**config.mk**
```make
export PLATFORM = sky130hd
export DESIGN_NAME = ciow_top
export DESIGN_NICKNAME = d
export VERILOG_FILES = /design/src/rtl/ciow_pkg.sv /design/src/rtl/ciow_fifo.sv /design/src/rtl/ciow_top.sv
export VERILOG_INCLUDE_DIRS = /design/src /design/src/rtl
export SDC_FILE = /design/constraint.sdc
export NUM_CORES = 1
export LEC_CHECK = 0
export BUFFER_PORTS_ARGS = -buffer_cell sky130_fd_sc_hd__buf_4
export CORE_UTILIZATION = 35
export CTS_CLUSTER_DIAMETER = 80
export DETAILED_ROUTE_END_ITERATION = 12
export SLEW_MARGIN = 20
export SYNTH_ARGS = -nofsm -noshare
export SYNTH_HDL_FRONTEND = slang
export SYNTH_SLANG_ARGS = --single-unit
```
**constraint.sdc**
```tcl
create_clock -name ref_clk_i -period 2.97 [get_ports ref_clk_i]
set_input_delay 0.4455 -clock ref_clk_i [delete_from_list [all_inputs] [get_ports ref_clk_i]]
set_output_delay 0.4455 -clock ref_clk_i [all_outputs]
set_load 0.02 [all_outputs]
```
**src/rtl/ciow_consts.svh**
```systemverilog
// named offsets, field positions, mode codes and timing of the capture
// overflow, interrupt and wake block; definitions only
`ifndef CIOW_CONSTS_SVH
`define CIOW_CONSTS_SVH

// register offsets on the plain register port
`define CIOW_ADDR_BUF 4'h0
`define CIOW_ADDR_CON 4'h2
`define CIOW_ADDR_IRQ 4'h4
`define CIOW_ADDR_AUX 4'h6

// capture control register fields
`define CIOW_CON_MODE_LSB 0
`define CIOW_CON_MODE_MSB 2
`define CIOW_CON_BNE 3
`define CIOW_CON_OV 4
`define CIOW_CON_ICI_LSB 5
`define CIOW_CON_ICI_MSB 6
`define CIOW_CON_IDLE_STOP 13

// interrupt control register fields
`define CIOW_IRQ_FLAG 0
`define CIOW_IRQ_EN 1
`define CIOW_IRQ_PRIO_LSB 2
`define CIOW_IRQ_PRIO_MSB 4

// auxiliary register fields
`define CIOW_AUX_UART_AUTOBAUD_ENABLE 0

// capture mode codes
`define CIOW_MODE_OFF 3'h0
`define CIOW_MODE_EDGE 3'h1
`define CIOW_MODE_WAKE 3'h7

// interrupt-count field value for every-event operation
`define CIOW_ICI_EVERY 2'h0

// fifo depth and flag delay after the buffer write, in cycles
`define CIOW_FIFO_DEPTH 4
`define CIOW_IRQ_DELAY 2

`endif

```
**src/rtl/ciow_pkg.sv**
```systemverilog
// types shared by the capture overflow, interrupt and wake block
// assumes nothing beyond a SystemVerilog compiler
package ciow_pkg;

  // software controlled capture settings
  typedef struct packed {
    logic idle_stop;
    logic [1:0] int_count;
    logic [2:0] mode;
  } ciow_ctl_t;

  // channel interrupt flag, enable and priority
  typedef struct packed {
    logic flag;
    logic enable;
    logic [2:0] prio;
  } ciow_irq_t;

endpackage

```
**src/rtl/ciow_fifo.sv**
```systemverilog
// small capture fifo: pushes at the tail, pops the head
// assumes the user never pushes while full; depth is a power of two
`timescale 1ns/10ps
module ciow_fifo #(
  parameter int WIDTH = 16,
  parameter int DEPTH = 4,
  parameter int CW = $clog2(DEPTH + 1)
) (
  input wire logic ref_clk_i, // core clock
  input wire logic rstn_i, // synchronous reset, active low
  input wire logic clear_i, // empty the fifo
  input wire logic push_i, // write one entry
  input wire logic pop_i, // drop the head entry
  input wire logic [WIDTH-1:0] wdata_i, // entry to write
  output logic [WIDTH-1:0] head_o, // oldest entry
  output logic [CW-1:0] count_o // number of entries held
);
  localparam int PW = $clog2(DEPTH);

  logic [WIDTH-1:0] mem_reg [DEPTH];
  logic [WIDTH-1:0] mem_next [DEPTH];
  logic [PW-1:0] wr_ptr_reg, wr_ptr_next;
  logic [PW-1:0] rd_ptr_reg, rd_ptr_next;
  logic [CW-1:0] count_reg, count_next;

  // pointer and count update; clear wins over everything
  always_comb begin
    mem_next = mem_reg;
    wr_ptr_next = wr_ptr_reg;
    rd_ptr_next = rd_ptr_reg;
    count_next = count_reg;
    if (clear_i) begin
      wr_ptr_next = '0;
      rd_ptr_next = '0;
      count_next = '0;
    end else begin
      if (push_i) begin
        mem_next[wr_ptr_reg] = wdata_i;
        wr_ptr_next = wr_ptr_reg + 1'b1;
      end
      if (pop_i) begin
        rd_ptr_next = rd_ptr_reg + 1'b1;
      end
      if (push_i && !pop_i) begin
        count_next = count_reg + 1'b1;
      end else if (pop_i && !push_i) begin
        count_next = count_reg - 1'b1;
      end
    end
  end

  // storage holds no reset: contents of an empty fifo are undefined
  always_ff @(posedge ref_clk_i) begin
    mem_reg <= mem_next;
    if (!rstn_i) begin
      wr_ptr_reg <= '0;
      rd_ptr_reg <= '0;
      count_reg <= '0;
    end else begin
      wr_ptr_reg <= wr_ptr_next;
      rd_ptr_reg <= rd_ptr_next;
      count_reg <= count_next;
    end
  end

  assign head_o = mem_reg[rd_ptr_reg];
  assign count_o = count_reg;
endmodule

```
**src/rtl/ciow_top.sv**
```systemverilog
// capture channel overflow tracking, interrupt counting and wake logic
// assumes edge selection and prescaling sit upstream and deliver one
// capture_event_i pulse per capture; all inputs synchronous to ref_clk_i
//
// What this block does
// - full fifo plus new event sets overrun, that event raises no interrupt
// - during overrun every capture value is dropped, fifo left untouched
// - overrun flag clears on fourth buffer read, then capture resumes
// - overrun clears on mode write of zero, emptying reads, or reset
// - interrupt-count zero: interrupt on every event, reads or overrun aside
// - each fifo write is an event; interrupt after count-field plus one events
// - nonzero interrupt count: no interrupts while overrun persists
// - event counter returns to zero whenever the fifo becomes empty
// - channel offers interrupt flag, enable and three-bit priority
// - autobaud set routes uart receive line in place of capture pin
// - asleep in wake mode, a rising pin edge wakes, interrupt if allowed
// - asleep in any other mode, pin edges never wake the device
// - idle with idle-stop clear keeps full capture operation
// - idle in wake mode, rising edge wakes without a time base
// - idle with idle-stop set behaves exactly as sleep
// - wake mode with enable set wakes on a rising edge, timer or not
// - wake mode bypasses prescaled events and ignores interrupt count
// - not-empty flag set on first capture, held until all are read
// - every-edge mode interrupts on each event and never overruns
//
// The plain strobed port and the placing of the registers were decided locally.
`timescale 1ns/10ps
`include "ciow_consts.svh"
module ciow_top #(
  parameter int TW = 16, // captured timer width
  parameter int DEPTH = `CIOW_FIFO_DEPTH // capture fifo depth
) (
  input wire logic ref_clk_i, // 100 MHz core clock
  input wire logic rstn_i, // synchronous reset, active low
  input wire logic [3:0] addr_i, // register address
  input wire logic [15:0] wdata_i, // register write data
  input wire logic wr_i, // write strobe
  input wire logic rd_i, // read strobe
  output logic [15:0] rdata_o, // read data, cycle after rd_i
  input wire logic capture_event_i, // one capture, one cycle
  input wire logic [TW-1:0] timer_value_i, // time base to capture
  input wire logic capture_pin_i, // capture input pin level
  input wire logic uart_rx_i, // uart receive line level
  input wire logic sleep_i, // device in sleep
  input wire logic idle_i, // device in idle
  input wire logic [2:0] cpu_prio_i, // current cpu priority
  output logic capture_input_o, // selected capture input level
  output logic irq_flag_o, // channel interrupt flag
  output logic irq_enable_o, // channel interrupt enable
  output logic [2:0] irq_prio_o, // channel interrupt priority
  output logic irq_request_o, // flag, enabled, above cpu level
  output logic wake_o // one-cycle wake request
);
  localparam int CW = $clog2(DEPTH + 1);
  localparam logic [CW-1:0] FULL = CW'(DEPTH);
  localparam logic [CW-1:0] ONE = CW'(1);

  ciow_pkg::ciow_ctl_t ctl_reg, ctl_next;
  ciow_pkg::ciow_irq_t irq_reg, irq_next;
  logic uart_autobaud_enable_reg, uart_autobaud_enable_next;
  logic ov_reg, ov_next;
  logic [1:0] ev_cnt_reg, ev_cnt_next;
  logic [`CIOW_IRQ_DELAY-1:0] irq_pipe_reg, irq_pipe_next;
  logic cap_in_reg, cap_in_next;
  logic cap_prev_reg;
  logic wake_reg, wake_next;
  logic req_reg, req_next;
  logic [15:0] rdata_reg, rdata_next;
  logic [TW-1:0] fifo_head;
  logic [CW-1:0] fifo_count;
  logic push, pop, full, halted, mode_active, ev, rise;
  logic wr_con, mode_off_wr, wr_irq, irq_hit, wake_set;

  // fifo of captured timer values
  ciow_fifo #(.WIDTH(TW), .DEPTH(DEPTH), .CW(CW)) u_fifo (
    .ref_clk_i(ref_clk_i),
    .rstn_i(rstn_i),
    .clear_i(mode_off_wr),
    .push_i(push),
    .pop_i(pop),
    .wdata_i(timer_value_i),
    .head_o(fifo_head),
    .count_o(fifo_count)
  );

  // decode of strobes, power state and input edges
  always_comb begin
    wr_con = wr_i && (addr_i == `CIOW_ADDR_CON);
    wr_irq = wr_i && (addr_i == `CIOW_ADDR_IRQ);
    mode_off_wr = wr_con && (wdata_i[`CIOW_CON_MODE_MSB:`CIOW_CON_MODE_LSB]
                  == `CIOW_MODE_OFF);
    pop = rd_i && (addr_i == `CIOW_ADDR_BUF) && (fifo_count != '0);
    halted = sleep_i || (idle_i && ctl_reg.idle_stop);
    mode_active = (ctl_reg.mode != `CIOW_MODE_OFF) &&
                  (ctl_reg.mode != `CIOW_MODE_WAKE) && !halted;
    ev = capture_event_i && mode_active && !mode_off_wr;
    // a pop in the same cycle frees a slot, so that is not full
    full = (fifo_count == FULL) && !pop;
    rise = cap_in_reg && !cap_prev_reg;
  end

  // overrun, event counting and fifo push
  always_comb begin
    push = 1'b0;
    ov_next = ov_reg;
    ev_cnt_next = ev_cnt_reg;
    irq_hit = 1'b0;
    if (ev) begin
      if (ctl_reg.mode == `CIOW_MODE_EDGE) begin
        irq_hit = 1'b1;
        push = !full; // no overrun in this mode, value just dropped
      end else if (ov_reg) begin
        irq_hit = (ctl_reg.int_count == `CIOW_ICI_EVERY);
      end else if (full) begin
        ov_next = 1'b1;
      end else begin
        push = 1'b1;
        if (ctl_reg.int_count == `CIOW_ICI_EVERY) begin
          irq_hit = 1'b1;
        end else if (ev_cnt_reg == ctl_reg.int_count) begin
          irq_hit = 1'b1;
          ev_cnt_next = 2'h0;
        end else begin
          ev_cnt_next = ev_cnt_reg + 2'h1;
        end
      end
    end
    // the read that empties a full fifo is the fourth one
    if (pop && (fifo_count == ONE) && !push) begin
      ov_next = 1'b0;
      ev_cnt_next = 2'h0;
    end
    if (mode_off_wr) begin
      ov_next = 1'b0;
      ev_cnt_next = 2'h0;
    end
  end

  // interrupt flag: set two cycles after the buffer write, set wins
  always_comb begin
    irq_pipe_next = {irq_pipe_reg[`CIOW_IRQ_DELAY-2:0], irq_hit};
    // wake mode takes rising edges straight, no prescaler or count
    wake_set = (ctl_reg.mode == `CIOW_MODE_WAKE) && rise;
    irq_next = irq_reg;
    if (wr_irq) begin
      irq_next.flag = wdata_i[`CIOW_IRQ_FLAG];
      irq_next.enable = wdata_i[`CIOW_IRQ_EN];
      irq_next.prio = wdata_i[`CIOW_IRQ_PRIO_MSB:`CIOW_IRQ_PRIO_LSB];
    end
    if (irq_pipe_reg[`CIOW_IRQ_DELAY-1] || wake_set) begin
      irq_next.flag = 1'b1;
    end
    req_next = irq_next.flag && irq_next.enable &&
               (irq_next.prio > cpu_prio_i);
    // wake needs sleep or idle, the pin edge in wake mode and the enable, never a timer
    wake_next = (sleep_i || idle_i) && wake_set && irq_reg.enable;
  end

  // control registers and input selection
  always_comb begin
    ctl_next = ctl_reg;
    uart_autobaud_enable_next = uart_autobaud_enable_reg;
    if (wr_con) begin
      ctl_next.mode = wdata_i[`CIOW_CON_MODE_MSB:`CIOW_CON_MODE_LSB];
      ctl_next.int_count = wdata_i[`CIOW_CON_ICI_MSB:`CIOW_CON_ICI_LSB];
      ctl_next.idle_stop = wdata_i[`CIOW_CON_IDLE_STOP];
    end
    if (wr_i && (addr_i == `CIOW_ADDR_AUX)) begin
      uart_autobaud_enable_next = wdata_i[`CIOW_AUX_UART_AUTOBAUD_ENABLE];
    end
    cap_in_next = uart_autobaud_enable_reg ? uart_rx_i : capture_pin_i;
  end

  // read data, zero outside the cycle after a read strobe
  always_comb begin
    rdata_next = 16'h0000;
    if (rd_i) begin
      unique case (addr_i)
        `CIOW_ADDR_BUF: rdata_next[TW-1:0] = fifo_head;
        `CIOW_ADDR_CON: begin
          rdata_next[`CIOW_CON_MODE_MSB:`CIOW_CON_MODE_LSB] = ctl_reg.mode;
          rdata_next[`CIOW_CON_BNE] = (fifo_count != '0);
          rdata_next[`CIOW_CON_OV] = ov_reg;
          rdata_next[`CIOW_CON_ICI_MSB:`CIOW_CON_ICI_LSB] = ctl_reg.int_count;
          rdata_next[`CIOW_CON_IDLE_STOP] = ctl_reg.idle_stop;
        end
        `CIOW_ADDR_IRQ: begin
          rdata_next[`CIOW_IRQ_FLAG] = irq_reg.flag;
          rdata_next[`CIOW_IRQ_EN] = irq_reg.enable;
          rdata_next[`CIOW_IRQ_PRIO_MSB:`CIOW_IRQ_PRIO_LSB] = irq_reg.prio;
        end
        `CIOW_ADDR_AUX: rdata_next[`CIOW_AUX_UART_AUTOBAUD_ENABLE] = uart_autobaud_enable_reg;
        default: rdata_next = 16'h0000;
      endcase
    end
  end

  // all state outside the fifo registered here
  always_ff @(posedge ref_clk_i) begin
    if (!rstn_i) begin
      ctl_reg <= '0;
      irq_reg <= '0;
      uart_autobaud_enable_reg <= 1'b0;
      ov_reg <= 1'b0;
      ev_cnt_reg <= 2'h0;
      irq_pipe_reg <= '0;
      cap_in_reg <= 1'b0;
      cap_prev_reg <= 1'b0;
      wake_reg <= 1'b0;
      req_reg <= 1'b0;
      rdata_reg <= 16'h0000;
    end else begin
      ctl_reg <= ctl_next;
      irq_reg <= irq_next;
      uart_autobaud_enable_reg <= uart_autobaud_enable_next;
      ov_reg <= ov_next;
      ev_cnt_reg <= ev_cnt_next;
      irq_pipe_reg <= irq_pipe_next;
      cap_in_reg <= cap_in_next;
      cap_prev_reg <= cap_in_reg;
      wake_reg <= wake_next;
      req_reg <= req_next;
      rdata_reg <= rdata_next;
    end
  end

  assign rdata_o = rdata_reg;
  assign capture_input_o = cap_in_reg;
  assign irq_flag_o = irq_reg.flag;
  assign irq_enable_o = irq_reg.enable;
  assign irq_prio_o = irq_reg.prio;
  assign irq_request_o = req_reg;
  assign wake_o = wake_reg;
endmodule

```
==> impl_results.md, run 1 <==
* Run status: finished, final reports clean
* Commonest cells after routing, fill and taps aside: buf_4 (71), edfxtp_1 (64), dfxtp_1 (44)
* # rows at 40
* Detail Route Antenna Nets at 0
* RSZ-0062 raised after global routing: false
* Final setup viols at 0
* CTS resizes at 0
* Via Count at 2638
* Post-synth EDFFs at 64
* Post-Syn Nets at 364
* Buffers on Ports at 63
* Slew Limit Headroom at 54.2%
* Avg Inst Size Synth at 14.5 µm²
* Reg2reg end: u_fifo.count_o[2]$_SDFFE_PP0P_
* Max-slew violations at 0
* Drt first pass iters at 4
* Worst R2R Setup Slack at 0.69 ns
* Netlist cell types at 46
* H-tree depth at 3
* RePlAce Congestion at 0.795
* NumNets Final at 437
* Pwr Density at 541 nW/µm²
* First-pass GRT wire length at 13900 µm
* Async set or reset register ratio after synthesis at 0%
* Worst Path Required at 3.24 ns
* Final wirelength at 8400 µm
* Remaining DRCs at 0
* Post-Route M1 WL at 3660 µm
* Die width at 114 µm
* Die ar. at 13100 µm²
* Iter 0 DRT Violations at 80
* CP Max Fanout at 7
* Leak pwr at 2.02 nW
* Total CTS buffers at 9
* Sw frac at 20.9%
* #FFs+latches synth at 108
* Total of max-cap violations at 0
* Layout cell share with drive strength beyond 1 at 31.2%
* Grt total ovfl at 0
* Initial Utilization at 36.3%
* Reg-to-Reg Start: ctl_reg[2]$_SDFFE_PN0P_
* DP Wirelength at 6000 µm
* Worst Setup SP: addr_i[0]
* Layout area overhead at 23.0%
* # diodes at 0
* TritonCTS clock tree: built
* Clk_skew at 0.00905 ns
* Tot GR Track Use at 14.2%
* Fmax at 424 MHz
* CORE AREA at 12200 µm²
* Antenna violations before repair at 0
* Wire length on met2 at 4190 µm
* CTS Sinks at 108
* Avg Vias per Cell at 4.80
* Worst-Skew Late Latency at 0.34 ns
* Crit path launch type: input port
* Synthesized instance count at 304
* Crit share post-route at 79.4%
* Final Critical Period at 2.36 ns
* Die H at 114 µm
* Aggregate negative setup slack at 0 ns
* DR top layer: met4
* Critical Path End: u_fifo.count_o[2]$_SDFFE_PP0P_
* CP endpoint kind: register
* Worst hold path class: in2reg
* Crit path DAT at 2.63 ns
* Measured slew at the worst slew-check pin at 0.682 ns
* Seq pwr share at 54.2%
* YS warnings at 0
* Crit Path Class: in2reg
* Count of final hold-check violations at 0
* Commonest non-fill, non-tap cell in the layout: buf_4
* I/O Pins at 72
* NetSw at 0.000615 W
* Clk slew on worst S/H paths at 0.07 ns
* Metal3 WL at 349 µm
* Peak supply drop at 297 µV
* Cell Int Power at 0.00233 W
* Clock share of power at 41.6%
* Pin count of the biggest net entering global routing at 20
* Clk buf depth at 2
* Root Buffer: clkbuf_16
* Hold_buf cts at 0
* Max reg flops at 64
* Sequential fraction of the synthesis area at 63.5%
* Mapped cell area at 4420 µm²
* Number of global-route vias before repair at 2712
* Final Util at 44.7%
* Drt wl/cell at 15.3 µm
* FF-to-FF path depth at 6
* Comb pwr share at 4.2%
* Top FF cell, synth: edfxtp_1
* Post-CTS setup buffers at 0
cell type report:
cell class,count,area [µm²]
Sequential cell,108,2800
Timing Repair Buffer,71,533
Multi-Input combinational cell,179,1550
Fill cell,1094,6730
Tap cell,168,210
Inverter,8,30.0
Clock buffer,10,229
Clock inverter,6,78.8
per-layer routing:
metal | GRT usage [%] | vias up
met1 | 17.4 | 1281
met2 | 24.2 | 57
li1 | - | 1285
met3 | 3.28 | 15
met4 | 5.97 | 0
met5 | 0 | -
cell usage after synthesis (2+ instances only):
cell | count | area (µm²)
o2111ai_1 | 3 | 26.3
nand4_1 | 3 | 18.8
nand2_1 | 4 | 15.0
a21oi_1 | 9 | 45.0
ha_1 | 12 | 150
o31ai_1 | 2 | 15.0
mux2_2 | 2 | 22.5
mux2i_1 | 21 | 210
and2_1 | 5 | 31.3
nand3_1 | 6 | 30.0
nor2b_1 | 12 | 75.1
nor3_1 | 8 | 40.0
dfxtp_1 | 44 | 881
and2_2 | 4 | 30.0
clkbuf_1 | 6 | 22.5
edfxtp_1 | 64 | 1920
buf_2 | 2 | 10.0
inv_1 | 8 | 30.0
nor2_1 | 35 | 131
or4b_1 | 2 | 20.0
o21ai_0 | 3 | 15.0
xor2_1 | 6 | 52.6
or3_1 | 3 | 18.8
nand3b_1 | 2 | 15.0
mux4_2 | 17 | 383
worst max-delay path, stage by stage:
cell and delay [ns]:
buf_4 0.12, or3b_4 0.40, o311a_4 0.36, a2111oi_4 0.40, ha_1 0.38, or3_1 0.39
a21oi_1 0.14
how the worst min path moves through the flow:
stage | to | cells after the start | from | slack, ns
final | u_fifo.mem_reg[44]$_DFFE_PP_ | 1 | timer_value_i[12] | 0.30
after global routing | u_fifo.mem_reg[28]$_DFFE_PP_ | 1 | timer_value_i[12] | 0.29
after CTS | u_fifo.mem_reg[33]$_DFFE_PP_ | 1 | timer_value_i[1] | 0.29
after detailed placement | irq_pipe_reg[1]$_SDFF_PN0_ | 1 | irq_pipe_reg[0]$_SDFF_PN0_ | 0.44
after global placement | irq_pipe_reg[1]$_SDFF_PN0_ | 1 | irq_pipe_reg[0]$_SDFF_PN0_ | 0.43
after floorplan | irq_pipe_reg[1]$_SDFF_PN0_ | 1 | irq_pipe_reg[0]$_SDFF_PN0_ | 0.41
logic make-up (layout without fill, tap and decap cells):
logic type | count (synthesis) | in the layout | synth area share (%)
xor gates and xnor gates | 7 | 7 | 1.39
and+or+nand+nor | 94 | 94 | 11.6
adders and majority gates | 12 | 12 | 3.40
buffers and inverters | 17 | 95 | 1.50
DFF | 108 | 108 | 63.5
AOI/OAI and AO/OA | 26 | 26 | 4.73
muxes | 40 | 40 | 13.9
stage by stage:
step	total power [W]	area (µm²)	cells	hold slack [ns]	worst slack [ns]
after global placement	0.00175	5120	534	0.427	0.268
after CTS	0.00299	5430	550	0.290	0.612
after global routing	0.00305	5430	550	0.290	0.453
after detailed placement	0.00175	5120	534	0.439	0.246
final	0.00294	5430	550	0.303	0.612
after floorplan	0.00168	4420	304	0.412	0.555
power groups by stage:
stage / logic (W) / registers (W) / clock network [W]
after detailed placement: 0.000124 / 0.00163 / 0
after CTS: 0.000124 / 0.00159 / 0.00127
after global placement: 0.000120 / 0.00163 / 0
after floorplan: 0.0000473 / 0.00163 / 0
after global routing: 0.000136 / 0.00159 / 0.00132
final: 0.000123 / 0.00159 / 0.00122
Power figures use the tool's default switching activity.
==> inputs of run 2 (changes only) <==
ABC_AREA = 1   (was not set)
clock period = 2.03 ns   (was 2.97 ns; I/O delays follow)
==> impl_results.md, run 2 <==
* Worst hold path class: in2reg (unchanged)
* Crit share post-route at 94.6%
* Via Count at 3300 (was 2638)
* Pin count of the biggest net entering global routing at 33 (was 20)
* Die width at 115 µm (was 114 µm)
* Worst path most repeated cell: inv_2
* Remaining DRCs at 0 (unchanged)
* Clk slew on worst S/H paths at 0.07 ns (about the same)
* Count of final hold-check violations at 0 (unchanged)
* Avg Inst Size Synth at 10.1 µm² (was 14.5 µm²)
* Iter 0 DRT Violations at 244 (was 80)
* Die ar. at 13300 µm² (was 13100 µm²)
* Drt wl/cell at 13.8 µm (was 15.3 µm)
* Buffers on Ports at 63 (unchanged)
* Layout area overhead at 25.6% (was 23.0%)
* Async set or reset register ratio after synthesis at 0% (unchanged)
* Total CTS buffers at 9 (unchanged)
* H-tree depth at 3 (unchanged)
* Clk buf depth at 2 (unchanged)
* Netlist cell types at 34 (was 46)
* TritonCTS clock tree: built (unchanged)
* Tot GR Track Use at 15.4% (was 14.2%)
* CP endpoint kind: register (unchanged)
* Initial Utilization at 35.9% (was 36.3%)
* Pwr Density at 757 nW/µm² (was 541 nW/µm²)
* CP Max Fanout at 16 (was 7)
* Commonest cells after routing, fill and taps aside: nor2_1 (79), buf_4 (79), edfxtp_1 (64) (was buf_4 (71), edfxtp_1 (64), dfxtp_1 (44))
* RePlAce Congestion at 0.876 (was 0.795)
* GR Layer Usage met1 at 19.0% (was 17.4%)
* Die H at 115 µm (was 114 µm)
* NumNets Final at 589 (was 437)
* CP peak stage delay at 0.36 ns (was 0.40 ns)
* Peak supply drop at 464 µV (was 297 µV)
* Slowest CP cell: dfxtp_2 (was or3b_4)
* Post-synth EDFFs at 64 (unchanged)
* CTS Sinks at 108 (unchanged)
* Measured slew at the worst slew-check pin at 0.541 ns (was 0.682 ns)
* # diodes at 0 (unchanged)
* Fmax at 521 MHz
* CORE AREA at 12600 µm² (was 12200 µm²)
* GR Util met2 at 25.9% (was 24.2%)
* First-pass GRT wire length at 15300 µm (was 13900 µm)
* Top FF cell, synth: edfxtp_1 (unchanged)
* Total of max-cap violations at 0 (unchanged)
* Crit path launch type: register (was input port)
* Top-count cell post-synth: nor2_1 (was edfxtp_1)
* Detail Route Antenna Nets at 0 (unchanged)
* Avg Vias per Cell at 4.67 (was 4.80)
* Post-Syn Nets at 506 (was 364)
* Drt first pass iters at 4 (unchanged)
* Crit path DAT at 1.97 ns (was 2.63 ns)
* Final wirelength at 9720 µm (was 8400 µm)
* Leading area contributor after synthesis: edfxtp_1 (unchanged)
* Run status: finished, final reports clean (unchanged)
* Layout cell share with drive strength beyond 1 at 24.0% (was 31.2%)
* Setup ws final at 0.109 ns (was 0.612 ns)
* Clk_skew at 0.00850 ns (was 0.00905 ns)
* GRT busiest layer: met2 (unchanged)
* Ranking of synthesized cells by area: edfxtp_1 (43%), dfxtp_1 (20%), nor2_1 (6.6%) (was edfxtp_1 (44%), dfxtp_1 (20%), mux4_2 (8.7%))
* Leak pwr at 2.26 nW (was 2.02 nW)
* Crit Path Class: reg2reg (was in2reg)
* Worst Path Required at 2.08 ns (was 3.24 ns)
* # rows at 41 (was 40)
* Worst-Skew Late Latency at 0.35 ns (was 0.34 ns)
* Mapped cell area at 4510 µm² (was 4420 µm²)
* Synth top area share at 42.6% (was 43.5%)
* Met3 usage at 4.50% (was 3.28%)
* Pre-CTS WS at 0.00633 ns (was 0.246 ns)
* Slew Limit Headroom at 63.7% (was 54.2%)
* Final setup viols at 0 (unchanged)
* Number of global-route vias before repair at 3181 (was 2712)
* YS warnings at 0 (unchanged)
* I/O Pins at 72 (unchanged)
* Max reg flops at 64 (unchanged)
* #FFs+latches synth at 108 (unchanged)
* Final Critical Period at 1.92 ns
* Most frequent cells after synthesis: nor2_1 (79), edfxtp_1 (64), nand2_1 (57) (was edfxtp_1 (64), dfxtp_1 (44), nor2_1 (35))
* Max-slew violations at 0 (unchanged)
* Total power at 0.00428 W (was 0.00294 W)
* Grt total ovfl at 0 (unchanged)
* CP Cell Sequence: inv_2 -> ha_2 -> nand2_1 -> inv_1 -> nand2_2 -> inv_2 -> a21oi_4 -> nand2_4 -> buf_4 -> nor2_1 -> buf_12 (was buf_4 -> or3b_4 -> o311a_4 -> a2111oi_4 -> ha_1 -> or3_1 -> a21oi_1)
* DP Wirelength at 6640 µm (was 6000 µm)
* Sequential fraction of the synthesis area at 62.2% (was 63.5%)
* Antenna violations before repair at 0 (unchanged)
* Hold_buf cts at 0 (unchanged)
* Synthesized instance count at 446 (was 304)
* Root Buffer: clkbuf_16 (unchanged)
[run 2: changes by cell type in the layout (fill, tap and decap cells not counted), moves of 8 or more]
cell | before | now
buf_4 | 71 | 79
nand2_1 | 4 | 56
a21oi_1 | 9 | 25
mux4_2 | 17 | 0
nor2_1 | 35 | 79
inv_1 | 8 | 39
o21ai_0 | 3 | 42
mux2i_1 | 21 | 0
nor2b_1 | 12 | 0
nand3_1 | 6 | 15
[run 2: worst paths after layout]
kind                                                startpoint                      endpoint  slack, ns  depth (start not counted)
worst max-delay path            u_fifo.count_o[1]$_SDFFE_PP0P_  u_fifo.mem_reg[53]$_DFFE_PP_       0.11                         11
worst min register to register      irq_pipe_reg[0]$_SDFF_PN0_    irq_pipe_reg[1]$_SDFF_PN0_       0.42                          2
worst max register to register  u_fifo.count_o[1]$_SDFFE_PP0P_  u_fifo.mem_reg[53]$_DFFE_PP_       0.11                         11
worst min-delay path                          timer_value_i[4]  u_fifo.mem_reg[52]$_DFFE_PP_       0.15                          1
[run 2: final cells by class]
class | count | area [µm²]
sequential | 108 | 2810
multi-input combinational | 279 | 1490
timing repair buffer | 83 | 673
inverter | 48 | 185
clock inverter | 5 | 61.3
clock buffer | 11 | 233
tap | 172 | 215
fill | 1183 | 6910
[run 2: metrics by stage]
step	util [%]	std cells	setup TNS [ns]	hold slack [ns]	instance area [µm²]
finish	45.0	706	0	0.154	5660
global route	45.0	706	-0.102	0.143	5660
CTS	44.7	703	0	0.144	5620
detailed placement	42.4	687	0	0.401	5320
global placement	42.4	687	0	0.396	5320
floorplan	-	446	-10.14	0.390	4510
[run 2: power breakdown]
group	switching, W	total [W]	internal (W)
clock	0.000755	0.00172	0.000966
sequential	0.00000979	0.00234	0.00233
combinational	0.000121	0.000220	0.0000983
[run 2: cell families (layout without fill, tap and decap cells)]
logic type / Yosys count / after routing / share of synthesized area, %
and+or+nand+nor: 172 / 172 / 17.3
xor gates and xnor gates: 5 / 5 / 0.971
AOI/OAI and AO/OA: 90 / 90 / 11.0
buffers and inverters: 59 / 147 / 5.22
DFF: 108 / 108 / 62.2
adders and majority gates: 12 / 12 / 3.33
[run 2: critical path: cells and delay by family (launching register included)]
kind,cells,cell delay [ns]
buf+inv,5,0.50
simple gates,4,0.42
flops,1,0.36
fa+ha+maj,1,0.17
compound gates,1,0.17
[run 2: per-layer routing]
| metal | routed length (µm) | share of wire (%) |
|---|---|---|
| met5 | 0 | 0 |
| met2 | 4490 | 46 |
| met1 | 4420 | 45 |
| met4 | 153 | 1.6 |
| met3 | 657 | 6.8 |
[run 2: timing repair]
| action | CTS | global route |
|---|---|---|
| pin swaps | 0 | 3 |
| gates cloned | 0 | 0 |
| setup endpoints to repair | 1 | 36 |
| resized for setup | 1 | 6 |
| setup buffers | 0 | 3 |
